## config.mk

```make
export PLATFORM = sky130hd
export DESIGN_NAME = tdc_trigger_disable
export DESIGN_NICKNAME = d
export VERILOG_FILES = /design/src/design/tdc_pkg.sv /design/src/design/tdc_trigger_disable.sv
export VERILOG_INCLUDE_DIRS = /design/src /design/src/design
export SDC_FILE = /design/constraint.sdc
export NUM_CORES = 1
export LEC_CHECK = 0
export ABC_AREA = 1
export BUFFER_PORTS_ARGS = -buffer_cell sky130_fd_sc_hd__buf_4
export CAP_MARGIN = 20
export CORE_ASPECT_RATIO = 0.7
export CORE_MARGIN = 3
export CORE_UTILIZATION = 58
export CTS_CLUSTER_SIZE = 28
export DETAILED_ROUTE_END_ITERATION = 7
export HOLD_SLACK_MARGIN = 0.05
export PLACE_DENSITY = 0.77
export SLEW_MARGIN = 20
export SYNTH_ARGS = -nofsm -noshare
export SYNTH_HDL_FRONTEND = slang
export SYNTH_SLANG_ARGS = --single-unit
```

## constraint.sdc

```tcl
create_clock -name i_clk_sys -period 2.2 [get_ports i_clk_sys]
set_input_delay 0.33 -clock i_clk_sys [delete_from_list [all_inputs] [get_ports i_clk_sys]]
set_output_delay 0.33 -clock i_clk_sys [all_outputs]
set_load 0.02 [all_outputs]
```

## src/design/tdc_cfg.svh

```systemverilog
// timing constants and reset values for the trigger/disable control block
`ifndef TDC_CFG_SVH
`define TDC_CFG_SVH
`define TDC_CLK_PERIOD_NS 10
`define TDC_TRIG_DELAY_MAX_NS 10
`define TDC_TRIG_DELAY_CYC (((`TDC_TRIG_DELAY_MAX_NS / `TDC_CLK_PERIOD_NS) < 1) ? 1 : (`TDC_TRIG_DELAY_MAX_NS / `TDC_CLK_PERIOD_NS))
`define TDC_TRIG_BLANK_NS 200
`define TDC_TRIG_BLANK_CYC ((`TDC_TRIG_BLANK_NS + `TDC_CLK_PERIOD_NS - 1) / `TDC_CLK_PERIOD_NS)
`define TDC_TURN_ON_DELAY_NS 40
`define TDC_TURN_ON_CYC ((`TDC_TURN_ON_DELAY_NS + `TDC_CLK_PERIOD_NS - 1) / `TDC_CLK_PERIOD_NS)
`define TDC_DIS_ENTRY_NS 100000
`define TDC_DIS_ENTRY_CYC ((`TDC_DIS_ENTRY_NS + `TDC_CLK_PERIOD_NS - 1) / `TDC_CLK_PERIOD_NS)
`define TDC_DIS_EXIT_NS 5000
`define TDC_DIS_EXIT_CYC ((`TDC_DIS_EXIT_NS + `TDC_CLK_PERIOD_NS - 1) / `TDC_CLK_PERIOD_NS)
`define TDC_DIS_REC_NS 20000
`define TDC_DIS_REC_CYC ((`TDC_DIS_REC_NS + `TDC_CLK_PERIOD_NS - 1) / `TDC_CLK_PERIOD_NS)
`define TDC_OFF_MIN_NS 4000
`define TDC_OFF_MIN_CYC ((`TDC_OFF_MIN_NS + `TDC_CLK_PERIOD_NS - 1) / `TDC_CLK_PERIOD_NS)
`define TDC_CNT_RESET 24'h00_0000
`endif

```

## src/design/tdc_pkg.sv

```systemverilog
// types for the trigger/disable control block
package tdc_pkg;
    typedef enum logic [2:0] {
        TDC_SYNC,
        TDC_WAIT_ON,
        TDC_ON_DELAY,
        TDC_ON,
        TDC_OFF,
        TDC_DISABLED,
        TDC_RECOVER
    } tdc_state_t;

    typedef struct packed {
        logic cs_on;
        logic cs_off;
        logic cs_reset;
        logic dvdt_neg;
    } tdc_cmp_t;

    typedef struct packed {
        tdc_state_t state;
        logic [1:0] trig_sync;
        tdc_cmp_t cmp_meta;
        tdc_cmp_t cmp_sync;
        logic [23:0] phase_cnt;
        logic [23:0] blank_cnt;
        logic [23:0] hi_cnt;
        logic [23:0] lo_cnt;
        logic [7:0] trig_dly;
        logic drive;
        logic disabled;
    } tdc_regs_t;
endpackage

```

## src/design/tdc_trigger_disable.sv

```systemverilog
// trigger/disable control for a synchronous-rectifier gate driver
`timescale 1ns/1ns
`include "tdc_cfg.svh"
module tdc_trigger_disable
    import tdc_pkg::*;
#(
    parameter bit TRIG_ACTIVE_LOW = 1'b0,
    parameter bit DVDT_ENABLE = 1'b1,
    parameter int TRIG_DELAY_CYC = `TDC_TRIG_DELAY_CYC,
    parameter int TRIG_BLANK_CYC = `TDC_TRIG_BLANK_CYC,
    parameter int TURN_ON_CYC = `TDC_TURN_ON_CYC,
    parameter int DIS_ENTRY_CYC = `TDC_DIS_ENTRY_CYC,
    parameter int DIS_EXIT_CYC = `TDC_DIS_EXIT_CYC,
    parameter int DIS_REC_CYC = `TDC_DIS_REC_CYC,
    parameter int OFF_MIN_CYC = `TDC_OFF_MIN_CYC
) (
    input wire logic i_clk_sys,
    input wire logic i_reset,
    input wire logic i_trigger_disable_input,
    input wire logic i_cs_on,
    input wire logic i_cs_off,
    input wire logic i_cs_reset,
    input wire logic i_dvdt_neg,
    output logic o_gate_drive_output,
    output logic o_disable_supply_current,
    output logic o_trigger_blanking
);
    localparam logic [23:0] DLY_CYC = 24'(TRIG_DELAY_CYC - 1);
    localparam logic [23:0] BLANK_CYC = 24'(TRIG_BLANK_CYC);
    localparam logic [23:0] ON_CYC = 24'(TURN_ON_CYC);
    localparam logic [23:0] ENTRY_CYC = 24'(DIS_ENTRY_CYC);
    localparam logic [23:0] EXIT_CYC = 24'(DIS_EXIT_CYC);
    localparam logic [23:0] REC_CYC = 24'(DIS_REC_CYC);
    localparam logic [23:0] OFFMIN_CYC = 24'(OFF_MIN_CYC);

    tdc_regs_t s_reg;
    tdc_regs_t s_next;
    logic trig;
    logic trig_fire;
    logic blanking;
    logic off_min_done;

    // polarity applied after the second synchroniser stage
    assign trig = s_reg.trig_sync[1] ^ TRIG_ACTIVE_LOW;
    assign blanking = (s_reg.blank_cnt != `TDC_CNT_RESET);
    // trigger pipeline sets the documented worst-case reaction latency
    assign trig_fire = trig && (s_reg.trig_dly >= DLY_CYC[7:0]);
    assign off_min_done = (s_reg.phase_cnt >= OFFMIN_CYC);

    always_comb begin
        s_next = s_reg;
        // two-flop synchronisers on the trigger and every comparator input (i_reset is used directly)
        s_next.trig_sync = {s_reg.trig_sync[0], i_trigger_disable_input};
        s_next.cmp_meta = '{cs_on: i_cs_on, cs_off: i_cs_off, cs_reset: i_cs_reset, dvdt_neg: i_dvdt_neg};
        s_next.cmp_sync = s_reg.cmp_meta;
        if (trig && s_reg.trig_dly != 8'hff) begin
            s_next.trig_dly = s_reg.trig_dly + 8'h01;
        end else if (!trig) begin
            s_next.trig_dly = 8'h00;
        end
        if (blanking) begin
            s_next.blank_cnt = s_reg.blank_cnt - 24'h00_0001;
        end
        // disable timing runs in every state
        if (trig) begin
            s_next.lo_cnt = `TDC_CNT_RESET;
            if (s_reg.hi_cnt < ENTRY_CYC) begin
                s_next.hi_cnt = s_reg.hi_cnt + 24'h00_0001;
            end
        end else begin
            s_next.hi_cnt = `TDC_CNT_RESET;
            if (s_reg.lo_cnt < EXIT_CYC) begin
                s_next.lo_cnt = s_reg.lo_cnt + 24'h00_0001;
            end
        end
        case (s_reg.state)
            TDC_SYNC: begin
                s_next.drive = 1'b0;
                // off timer restarts whenever sense drops below reset level
                if (!s_reg.cmp_sync.cs_reset) begin
                    s_next.phase_cnt = `TDC_CNT_RESET;
                end else if (!off_min_done) begin
                    s_next.phase_cnt = s_reg.phase_cnt + 24'h00_0001;
                end
                if (off_min_done || (DVDT_ENABLE && s_reg.cmp_sync.dvdt_neg)) begin
                    s_next.state = TDC_WAIT_ON;
                end
            end
            TDC_WAIT_ON: begin
                s_next.drive = 1'b0;
                s_next.phase_cnt = `TDC_CNT_RESET;
                if (s_reg.cmp_sync.cs_on) begin
                    if (trig) begin
                        s_next.state = TDC_OFF;
                    end else begin
                        s_next.state = TDC_ON_DELAY;
                    end
                end
            end
            TDC_ON_DELAY: begin
                s_next.phase_cnt = s_reg.phase_cnt + 24'h00_0001;
                if (trig) begin
                    s_next.state = TDC_OFF;
                end else if (s_reg.phase_cnt + 24'h00_0001 >= ON_CYC) begin
                    s_next.state = TDC_ON;
                    s_next.drive = 1'b1;
                    s_next.blank_cnt = BLANK_CYC;
                end
            end
            TDC_ON: begin
                // trigger wins over sense only once blanking has elapsed
                if (!blanking && trig_fire) begin
                    s_next.drive = 1'b0;
                    s_next.state = TDC_OFF;
                end else if (s_reg.cmp_sync.cs_off) begin
                    s_next.drive = 1'b0;
                    s_next.state = TDC_OFF;
                end
            end
            TDC_OFF: begin
                // rest of the cycle runs through the body diode
                s_next.drive = 1'b0;
                s_next.phase_cnt = `TDC_CNT_RESET;
                if (s_reg.cmp_sync.cs_reset) begin
                    s_next.state = TDC_SYNC;
                end
            end
            TDC_DISABLED: begin
                s_next.drive = 1'b0;
                s_next.disabled = 1'b1;
                if (!trig && s_reg.lo_cnt + 24'h00_0001 >= EXIT_CYC) begin
                    s_next.disabled = 1'b0;
                    s_next.state = TDC_RECOVER;
                    s_next.phase_cnt = `TDC_CNT_RESET;
                end
            end
            TDC_RECOVER: begin
                s_next.drive = 1'b0;
                s_next.phase_cnt = s_reg.phase_cnt + 24'h00_0001;
                if (s_reg.phase_cnt + 24'h00_0001 >= REC_CYC) begin
                    s_next.state = TDC_SYNC;
                    s_next.phase_cnt = `TDC_CNT_RESET;
                end
            end
            default: begin
                s_next.state = TDC_SYNC;
                s_next.drive = 1'b0;
            end
        endcase
        // long high level overrides everything but reset and enters disable
        if (trig && s_reg.hi_cnt + 24'h00_0001 >= ENTRY_CYC && s_reg.state != TDC_DISABLED
            && s_reg.state != TDC_RECOVER) begin
            s_next.state = TDC_DISABLED;
            s_next.drive = 1'b0;
            s_next.disabled = 1'b1;
        end
        if (s_reg.state == TDC_RECOVER && trig && s_reg.hi_cnt + 24'h00_0001 >= ENTRY_CYC) begin
            s_next.state = TDC_DISABLED;
            s_next.disabled = 1'b1;
        end
        if (i_reset) begin
            s_next = '0;
            s_next.state = TDC_SYNC;
        end
    end

    always_ff @(posedge i_clk_sys) begin
        s_reg <= s_next;
    end

    assign o_gate_drive_output = s_reg.drive;
    assign o_disable_supply_current = s_reg.disabled;
    assign o_trigger_blanking = blanking;
endmodule

```

==> results by group, run 1 <==
Detailed routing
  – Via/cell ratio: 5.58
  – Violation count after the first detailed-route iteration: 682
  – TritonRoute pass-1 iters: 5
  – Antenna Violating Nets Remaining: 0
  – Total number of vias: 7646
  – DRC violation count after routing: 0
  – Wire length per cell: 14.6 µm
  – Post-Route WL: 20000 µm

Clock tree
  – Hold-fix buffer count after cts: 0
  – Clock slew at reported path FFs: 80 ps
  – Clock tree root driver cell: sky130_fd_sc_hd__clkbuf_16
  – Worst-skew pair later-pin latency: 360 ps
  – Longest Clk Path Bufs: 2
  – TritonCTS clock tree: done
  – H-tree depth: 3
  – Inserted Clock Buffers: 9
  – Sink count of the clock tree: 111

Global routing
  – Total congestion overflow: 0
  – First-pass GRT wire length: 31200 µm
  – Total global routing track utilization: 0.293
  – Number of global-route vias before repair: 6562
  – Number of antenna violations at the first check in global routing: 0
  – Maximum number of pins on one net before global-route repair: 40

Synthesis
  – Share of Yosys cell area claimed by the top area cell type: 0.327
  – Synth Instances: 1079
  – Mean post-synth cell area: 6.29 µm²
  – Predominant post-synthesis flop cell: sky130_fd_sc_hd__dfxtp_1
  – Mapped cell area: 6790 µm²
  – Most common cell in the netlist: sky130_fd_sc_hd__nand2_1
  – Count of different cell masters after synthesis: 46
  – Multiplexer fraction of the synthesized cell area: 0
  – Number of warnings reported in the yosys synthesis log: 0
  – Nets in the synthesized netlist: 1093
  – Combinational family with the most area after synthesis: simple AND/OR/NAND/NOR gates
  – Top post-synthesis cells by area: sky130_fd_sc_hd__dfxtp_1 (33%), sky130_fd_sc_hd__nand2_1 (15%), sky130_fd_sc_hd__nor2_1 (11%), sky130_fd_sc_hd__inv_1 (7.2%), sky130_fd_sc_hd__nand3_1 (5.5%)
  – Area fraction in compound gates after synthesis: 0.0861
  – Synthesized-area fraction occupied by adder cells: 0.0129
  – Top cells by instance count after synthesis: sky130_fd_sc_hd__nand2_1 (265), sky130_fd_sc_hd__nor2_1 (204), sky130_fd_sc_hd__inv_1 (131)
  – Proportion of synthesized flip-flops having asynchronous set or reset: 0
  – Post-synthesis sequential area ratio: 0.327
  – Post-synthesis register bit count: 111
  – Post-synth EDFFs: 0
  – Simple-gate portion of the synthesized area: 0.447
  – Post-synthesis cell type with the largest combined area: sky130_fd_sc_hd__dfxtp_1
  – Parity-gate share of the synthesized area counting xor and xnor cells: 0.0385

Placement
  – Inst Count DP: 1333
  – Post-detailed-placement half-perimeter wirelength: 13100 µm
  – Number of I/O port buffers: 9
  – Final estimated routing congestion in global placement: 0.938

Critical path
  – Slowest cell on the critical path: sky130_fd_sc_hd__dfxtp_4
  – Sequence of cells on the critical path: buf_4 > nand2_1 > nor2_2 > nand2_1 > a21oi_2 > nand2_1 > nor2_1 > nand2_1 > nor2_2 > nand3_2 > nor2_4 > nor2_4 > clkinv_4 > nand2_8 > buf_12 > nor2_4 > o21a_1
  – Delay of the slowest critical-path stage: 370 ps
  – Worst Path Required: 2510 ps
  – Data arrival, critical path: 2760 ps
  – Element type at the critical path start: flop
  – Crit-path max FO: 5
  – Crit-path leading delay family: simple AND/OR/NAND/NOR gates
  – Worst reg-to-reg setup slack: -250 ps
  – Count of buffering cells on the critical path with inverters included: 3
  – Endpoint type of the worst setup path: flop
  – Worst Path Class, Setup: flop to flop
  – Critical path depth in cells: 17
  – CP most frequent cell: sky130_fd_sc_hd__nand2_1
  – Logic depth of the worst register-to-register path: 17

STA
  – Unrepaired setup endpoints after global routing: true
  – Worst-case headroom to the max-slew limit: 0.581
  – Setup violation total in the final timing report: 53
  – Period utilization: 1.11
  – Post-route worst setup slack: -252 ps
  – Final sum of negative setup slack: -8950 ps
  – Slew @ Worst Pin: 626 ps
  – Post-route clock skew: 13.1 ps
  – Number of pins with negative max-slew slack in the final report: 0
  – Max Fclk: 408 MHz
  – Period minus WS final: 2450 ps
  – Worst slack on hold paths: 173 ps
  – Hold violation total from the final report: 0

Die
  – Core region area: 11200 µm²
  – Horiz. Die Dim: 135 µm
  – Ports: 10
  – Die span in y: 96.5 µm
  – # rows: 32
  – Initial Utilization: 0.606
  – Total die area: 13100 µm²

Finish
  – Antenna diode instance count: 0
  – Seq. cell area: 2250 µm²
  – Relative area change from synthesis to final layout: 30.6%
  – Number of fill cells in the layout: 797
  – # nets final: 1226
  – Fraction of final layout cells with drive strength greater than 1: 0.260
  – Total area of multi-input combinational cells: 4440 µm²
  – Utilization of the core after routing: 0.791
  – Cell Count, Final, Fillers Out: 1370
  – Max FFs per register: 109

Hold path
  – Number of stages on the worst hold path: 3
  – Worst hold path class: input port to flop

Outcome
  – Failing checks: negative setup slack
  – Status: complete, but fails checks

Pwr
  – Power consumption: 7.25 mW
  – Leakage component of the power: 3.94 nW
  – Pwr/cell area: 818 nW/µm²
  – Max rail drop VDD: 0.743 mV

Flow run
  – Max capacitance violation total: 0
## cells by family after synthesis
group,Yosys count
AO/OA/AOI/OAI,107
XOR/XNOR,29
adder cells (fa/ha/maj),7
buffers and inverters,153
flip-flops,111
AND/OR/NAND/NOR,672
## layout make-up
class / count / area share
multi-input combinational: 817 / 0.501
inverter: 136 / 0.0584
sequential: 111 / 0.254
clock inverter: 7 / 0.00974
clock buffer: 9 / 0.0254
timing repair buffer: 137 / 0.130
tap: 153 / 0.0216
## power breakdown
group          total (mW)  switching [mW]  internal, mW
clock network        1.73           0.827         0.908
registers            2.43           0.194          2.23
logic                3.09            1.83          1.26
## timing repair
action | 4_1_cts | 5_1_grt
resized for setup | 80 | 86
pin swaps | 33 | 33
setup endpoints to repair | 50 | 54
gates cloned | 5 | 1
setup buffers | 7 | 12
## path summary, 6_finish.rpt
kind                      startpoint    endpoint
max                        s_reg[83]   s_reg[79]
min          i_trigger_disable_input  s_reg[114]
max reg2reg                s_reg[83]   s_reg[79]
min reg2reg               s_reg[110]  s_reg[106]
## layer usage
layer / global-route usage / vias up / routed length (µm)
met5: 0 / - / 0
met4: 0.0646 / 0 / 321
met3: 0.0595 / 37 / 1900
met2: 0.454 / 386 / 8690
met1: 0.422 / 3493 / 9090
li1: - / 3730 / -
## per-stage QoR
stage | instance area (µm²) | setup slack, ps
CTS | 8560 | -151
detailed placement | 7810 | -160
floorplan | 6790 | 8.16
global route | 8870 | -363
finish | 8870 | -252
global placement | 7810 | -151
## cell usage in the layout (no fill, tap or decap), types with 3 or more instances in the layout
cell type / n
sky130_fd_sc_hd__buf_6: 8
sky130_fd_sc_hd__nor3_1: 23
sky130_fd_sc_hd__nor3_2: 5
sky130_fd_sc_hd__buf_4: 123
sky130_fd_sc_hd__nand2_1: 237
sky130_fd_sc_hd__nand3_2: 11
sky130_fd_sc_hd__and2_1: 4
sky130_fd_sc_hd__nand2_2: 25
sky130_fd_sc_hd__clkbuf_16: 9
sky130_fd_sc_hd__a21oi_2: 22
sky130_fd_sc_hd__dfxtp_1: 93
sky130_fd_sc_hd__xnor2_1: 5
sky130_fd_sc_hd__nor2_2: 22
sky130_fd_sc_hd__nand4_1: 37
sky130_fd_sc_hd__buf_12: 4
sky130_fd_sc_hd__nor4_1: 8
sky130_fd_sc_hd__nor2_1: 185
sky130_fd_sc_hd__inv_6: 3
sky130_fd_sc_hd__o21ai_0: 34
sky130_fd_sc_hd__dfxtp_2: 14
sky130_fd_sc_hd__inv_2: 6
sky130_fd_sc_hd__a31oi_1: 8
sky130_fd_sc_hd__inv_1: 127
sky130_fd_sc_hd__a21oi_1: 26
sky130_fd_sc_hd__nor2_4: 18
sky130_fd_sc_hd__o21ai_1: 6
sky130_fd_sc_hd__ha_4: 3
sky130_fd_sc_hd__dfxtp_4: 4
sky130_fd_sc_hd__nand3b_1: 5
sky130_fd_sc_hd__nand2_4: 14
sky130_fd_sc_hd__ha_1: 3
sky130_fd_sc_hd__xor2_1: 21
sky130_fd_sc_hd__nand3_1: 68
## tightest hold or removal path, stage by stage
cell,delay [ps]
sky130_fd_sc_hd__buf_4,70
sky130_fd_sc_hd__inv_1,30
sky130_fd_sc_hd__nor2_1,60
No activity file was read; power rests on OpenSTA's default activity.
==> inputs of run 2 (changes only) <==
--- a/config.mk
+++ b/config.mk
@@ -11,11 +11,12 @@
 export CAP_MARGIN = 20
 export CORE_ASPECT_RATIO = 0.7
 export CORE_MARGIN = 3
-export CORE_UTILIZATION = 58
+export CORE_UTILIZATION = 60
+export CTS_CLUSTER_DIAMETER = 40
 export CTS_CLUSTER_SIZE = 28
 export DETAILED_ROUTE_END_ITERATION = 7
 export HOLD_SLACK_MARGIN = 0.05
-export PLACE_DENSITY = 0.77
+export PLACE_DENSITY = 0.76
 export SLEW_MARGIN = 20
 export SYNTH_ARGS = -nofsm -noshare
 export SYNTH_HDL_FRONTEND = slang
==> constraint.sdc (replaced) <==
create_clock -name i_clk_sys -period 3.1 [get_ports i_clk_sys]
set_input_delay 0.465 -clock i_clk_sys [delete_from_list [all_inputs] [get_ports i_clk_sys]]
set_output_delay 0.465 -clock i_clk_sys [all_outputs]
set_load 0.02 [all_outputs]
==> run 2 against run 1 <==
- the run now ends clean
- worst hold slack better by 140 ps
- maximum frequency is 10% lower
- first-iteration DRC count is 6.7% lower
- sequential cell count stayed put
- power is 40% lower
- utilization is 11 points lower
- final cell count is 9.6% lower
- critical path depth is 2 lower
- worst setup slack better by 630 ps
- combinational power is 52% lower
- non-clock buffer count is 124 lower
- register-to-register slack better by 630 ps
- largest cell class unchanged
- highest routed layer unchanged
==> results by group, run 2 (synthesis results as in run 1) <==
Finish
  – Antenna diode instance count: 0 (unchanged)
  – Max FFs per register: 109 (unchanged)
  – # nets final: 1100 (was 1226)
  – Relative area change from synthesis to final layout: 7.17% (was 30.6%)
  – Cell Count, Final, Fillers Out: 1239 (was 1370)
  – Most common cell after layout, fill and taps aside: sky130_fd_sc_hd__nand2_1 (unchanged)
  – Number of fill cells in the layout: 991 (was 797)
  – Total area of multi-input combinational cells: 3970 µm² (was 4440 µm²)
  – Most used cells in the layout excluding fill and tap cells: sky130_fd_sc_hd__nand2_1 (265), sky130_fd_sc_hd__nor2_1 (204), sky130_fd_sc_hd__inv_1 (131) (was sky130_fd_sc_hd__nand2_1 (237), sky130_fd_sc_hd__nor2_1 (185), sky130_fd_sc_hd__inv_1 (127))
  – Fraction of final layout cells with drive strength greater than 1: 0.0752 (was 0.260)
  – Seq. cell area: 2220 µm² (was 2250 µm²)
  – Utilization of the core after routing: 0.682 (was 0.791)
  – Summed area of non-filler cells in the final layout: 7280 µm² (was 8870 µm²)

STA
  – Post-route worst setup slack: 375 ps (was -252 ps)
  – Final sum of negative setup slack: 0 ps (was -8950 ps)
  – Post-route clock skew: 8.26 ps (was 13.1 ps)
  – Period minus WS final: 2720 ps (was 2450 ps)
  – Hold violation total from the final report: 0 (unchanged)
  – Max Fclk: 367 MHz (was 408 MHz)
  – Period utilization: 0.879 (was 1.11)
  – Setup violation total in the final timing report: 0 (was 53)
  – Number of pins with negative max-slew slack in the final report: 0 (unchanged)
  – Slew @ Worst Pin: 790 ps (was 626 ps)
  – Unrepaired setup endpoints after global routing: false (was true)
  – Worst-case headroom to the max-slew limit: 0.472 (was 0.581)

Die
  – Total die area: 12600 µm² (was 13100 µm²)
  – Core region area: 10700 µm² (was 11200 µm²)
  – Horiz. Die Dim: 133 µm (was 135 µm)
  – Ports: 10 (unchanged)
  – # rows: 31 (was 32)
  – Initial Utilization: 0.637 (was 0.606)
  – Die span in y: 95.0 µm (was 96.5 µm)

Clock tree
  – Hold-fix buffer count after cts: 0 (unchanged)
  – Sink count of the clock tree: 111 (unchanged)
  – Post-CTS Setup Bufs: 0 (was 7)
  – Inserted Clock Buffers: 9 (unchanged)
  – Clock tree root driver cell: sky130_fd_sc_hd__clkbuf_16 (unchanged)
  – Worst-skew pair later-pin latency: 360 ps (about the same)
  – TritonCTS clock tree: done (unchanged)
  – Cts repair resizes: 0 (was 80)
  – Clock slew at reported path FFs: 70 ps (was 80 ps)
  – H-tree depth: 3 (unchanged)
  – Longest Clk Path Bufs: 2 (unchanged)

Placement
  – Worst slack at placement: 407 ps (was -160 ps)
  – Inst Count DP: 1223 (was 1333)
  – Number of I/O port buffers: 9 (unchanged)
  – Post-Place Cell Area: 6980 µm² (was 7810 µm²)
  – Post-detailed-placement half-perimeter wirelength: 11800 µm (was 13100 µm)
  – Final estimated routing congestion in global placement: 0.949 (was 0.938)

Critical path
  – Worst Path Required: 3360 ps (was 2510 ps)
  – Slowest cell on the critical path: sky130_fd_sc_hd__dfxtp_1 (was sky130_fd_sc_hd__dfxtp_4)
  – Logic depth of the worst register-to-register path: 15 (was 17)
  – Capture point of the worst path: s_reg[79] (unchanged)
  – Count of buffering cells on the critical path with inverters included: 1 (was 3)
  – Delay of the slowest critical-path stage: 390 ps (was 370 ps)
  – Endpoint type of the worst setup path: flop (unchanged)
  – Crit-path max FO: 20 (was 5)
  – Element type at the critical path start: flop (unchanged)
  – Critical path depth in cells: 15 (was 17)
  – Crit-path leading delay family: simple AND/OR/NAND/NOR gates (unchanged)
  – Worst reg-to-reg setup slack: 380 ps (was -250 ps)
  – Data arrival, critical path: 2980 ps (was 2760 ps)
  – Worst Path Class, Setup: flop to flop (unchanged)
  – Launching element of the worst setup path: s_reg[83] (unchanged)
  – Worst reg2reg path startpoint: s_reg[83] (unchanged)
  – Sequence of cells on the critical path: ha_1 > nand3_4 > nor2_8 > nand2_2 > xnor2_1 > nor2_1 > nand2_1 > nor2_1 > nand3_2 > nor2_4 > nor2_4 > clkinv_2 > nand2_2 > nor2_2 > o21a_1 (was buf_4 > nand2_1 > nor2_2 > nand2_1 > a21oi_2 > nand2_1 > nor2_1 > nand2_1 > nor2_2 > nand3_2 > nor2_4 > nor2_4 > clkinv_4 > nand2_8 > buf_12 > nor2_4 > o21a_1)
  – Destination of the worst register-to-register timing path: s_reg[79] (unchanged)

Flow run
  – Max capacitance violation total: 0 (unchanged)

Detailed routing
  – TritonRoute pass-1 iters: 5 (unchanged)
  – Wire length per cell: 12.7 µm (was 14.6 µm)
  – Via/cell ratio: 5.37 (was 5.58)
  – DRC violation count after routing: 0 (unchanged)
  – Antenna Violating Nets Remaining: 0 (unchanged)
  – Total number of vias: 6649 (was 7646)
  – Post-Route WL: 15800 µm (was 20000 µm)
  – Violation count after the first detailed-route iteration: 636 (was 682)

Global routing
  – First-pass GRT wire length: 26600 µm (was 31200 µm)
  – Total global routing track utilization: 0.255 (was 0.293)
  – Total congestion overflow: 0 (unchanged)
  – Number of global-route vias before repair: 5648 (was 6562)
  – Number of antenna violations at the first check in global routing: 0 (unchanged)
  – Maximum number of pins on one net before global-route repair: 40 (unchanged)

Hold path
  – Start point of the worst min-delay path: i_cs_off (was i_trigger_disable_input)
  – Worst hold path class: input port to flop (unchanged)

Outcome
  – Status: completed (was complete, but fails checks)

Pwr
  – Max rail drop VDD: 0.581 mV (was 0.743 mV)
  – Leakage component of the power: 3.06 nW (was 3.94 nW)
  – Pwr/cell area: 597 nW/µm² (was 818 nW/µm²)
## run 2: layout make-up
class / count / area share
tap: 148 / 0.0254
timing repair buffer: 13 / 0.0134
multi-input combinational: 815 / 0.545
inverter: 136 / 0.0703
sequential: 111 / 0.305
clock buffer: 12 / 0.0352
clock inverter: 4 / 0.00499
## run 2: worst min path at each step
| stage | end | cells past startpoint |
|---|---|---|
| after detailed placement | s_reg[115] | 2 |
| after floorplan | s_reg[106] | 2 |
| after CTS | s_reg[112] | 3 |
| after global placement | s_reg[106] | 2 |
| after global routing | s_reg[113] | 3 |
| final | s_reg[112] | 3 |
## run 2: layer usage
layer,global-route usage,share of wire,vias to the layer above
li1,-,-,3466
met2,0.372,0.40,215
met4,0.0445,0.0058,0
met1,0.387,0.52,2956
met5,0,0,-
met3,0.0570,0.071,12
## run 2: metrics by stage
| stage | power, mW | hold slack [ps] |
|---|---|---|
| after detailed placement | 3.20 | 396 |
| after CTS | 4.36 | 302 |
| after floorplan | 2.87 | 388 |
| after global routing | 4.64 | 327 |
| after global placement | 3.18 | 393 |
| final | 4.35 | 308 |
## run 2: where the power goes
group	switching (mW)	total (mW)	internal, mW
clock network	0.549	1.15	0.602
logic	0.981	1.47	0.491
registers	0.144	1.72	1.58
total	1.67	4.35	2.67
## run 2: worst reg2reg max path: stages, from the launching register on
cell and delay, ps:
sky130_fd_sc_hd__dfxtp_1 390, sky130_fd_sc_hd__ha_1 350, sky130_fd_sc_hd__nand3_4 150, sky130_fd_sc_hd__nor2_8 200, sky130_fd_sc_hd__nand2_2 90, sky130_fd_sc_hd__xnor2_1 350, sky130_fd_sc_hd__nor2_1 110, sky130_fd_sc_hd__nand2_1 80
sky130_fd_sc_hd__nor2_1 50, sky130_fd_sc_hd__nand3_2 70, sky130_fd_sc_hd__nor2_4 50, sky130_fd_sc_hd__nor2_4 90, sky130_fd_sc_hd__clkinv_2 100, sky130_fd_sc_hd__nand2_2 350, sky130_fd_sc_hd__nor2_2 80, sky130_fd_sc_hd__o21a_1 110
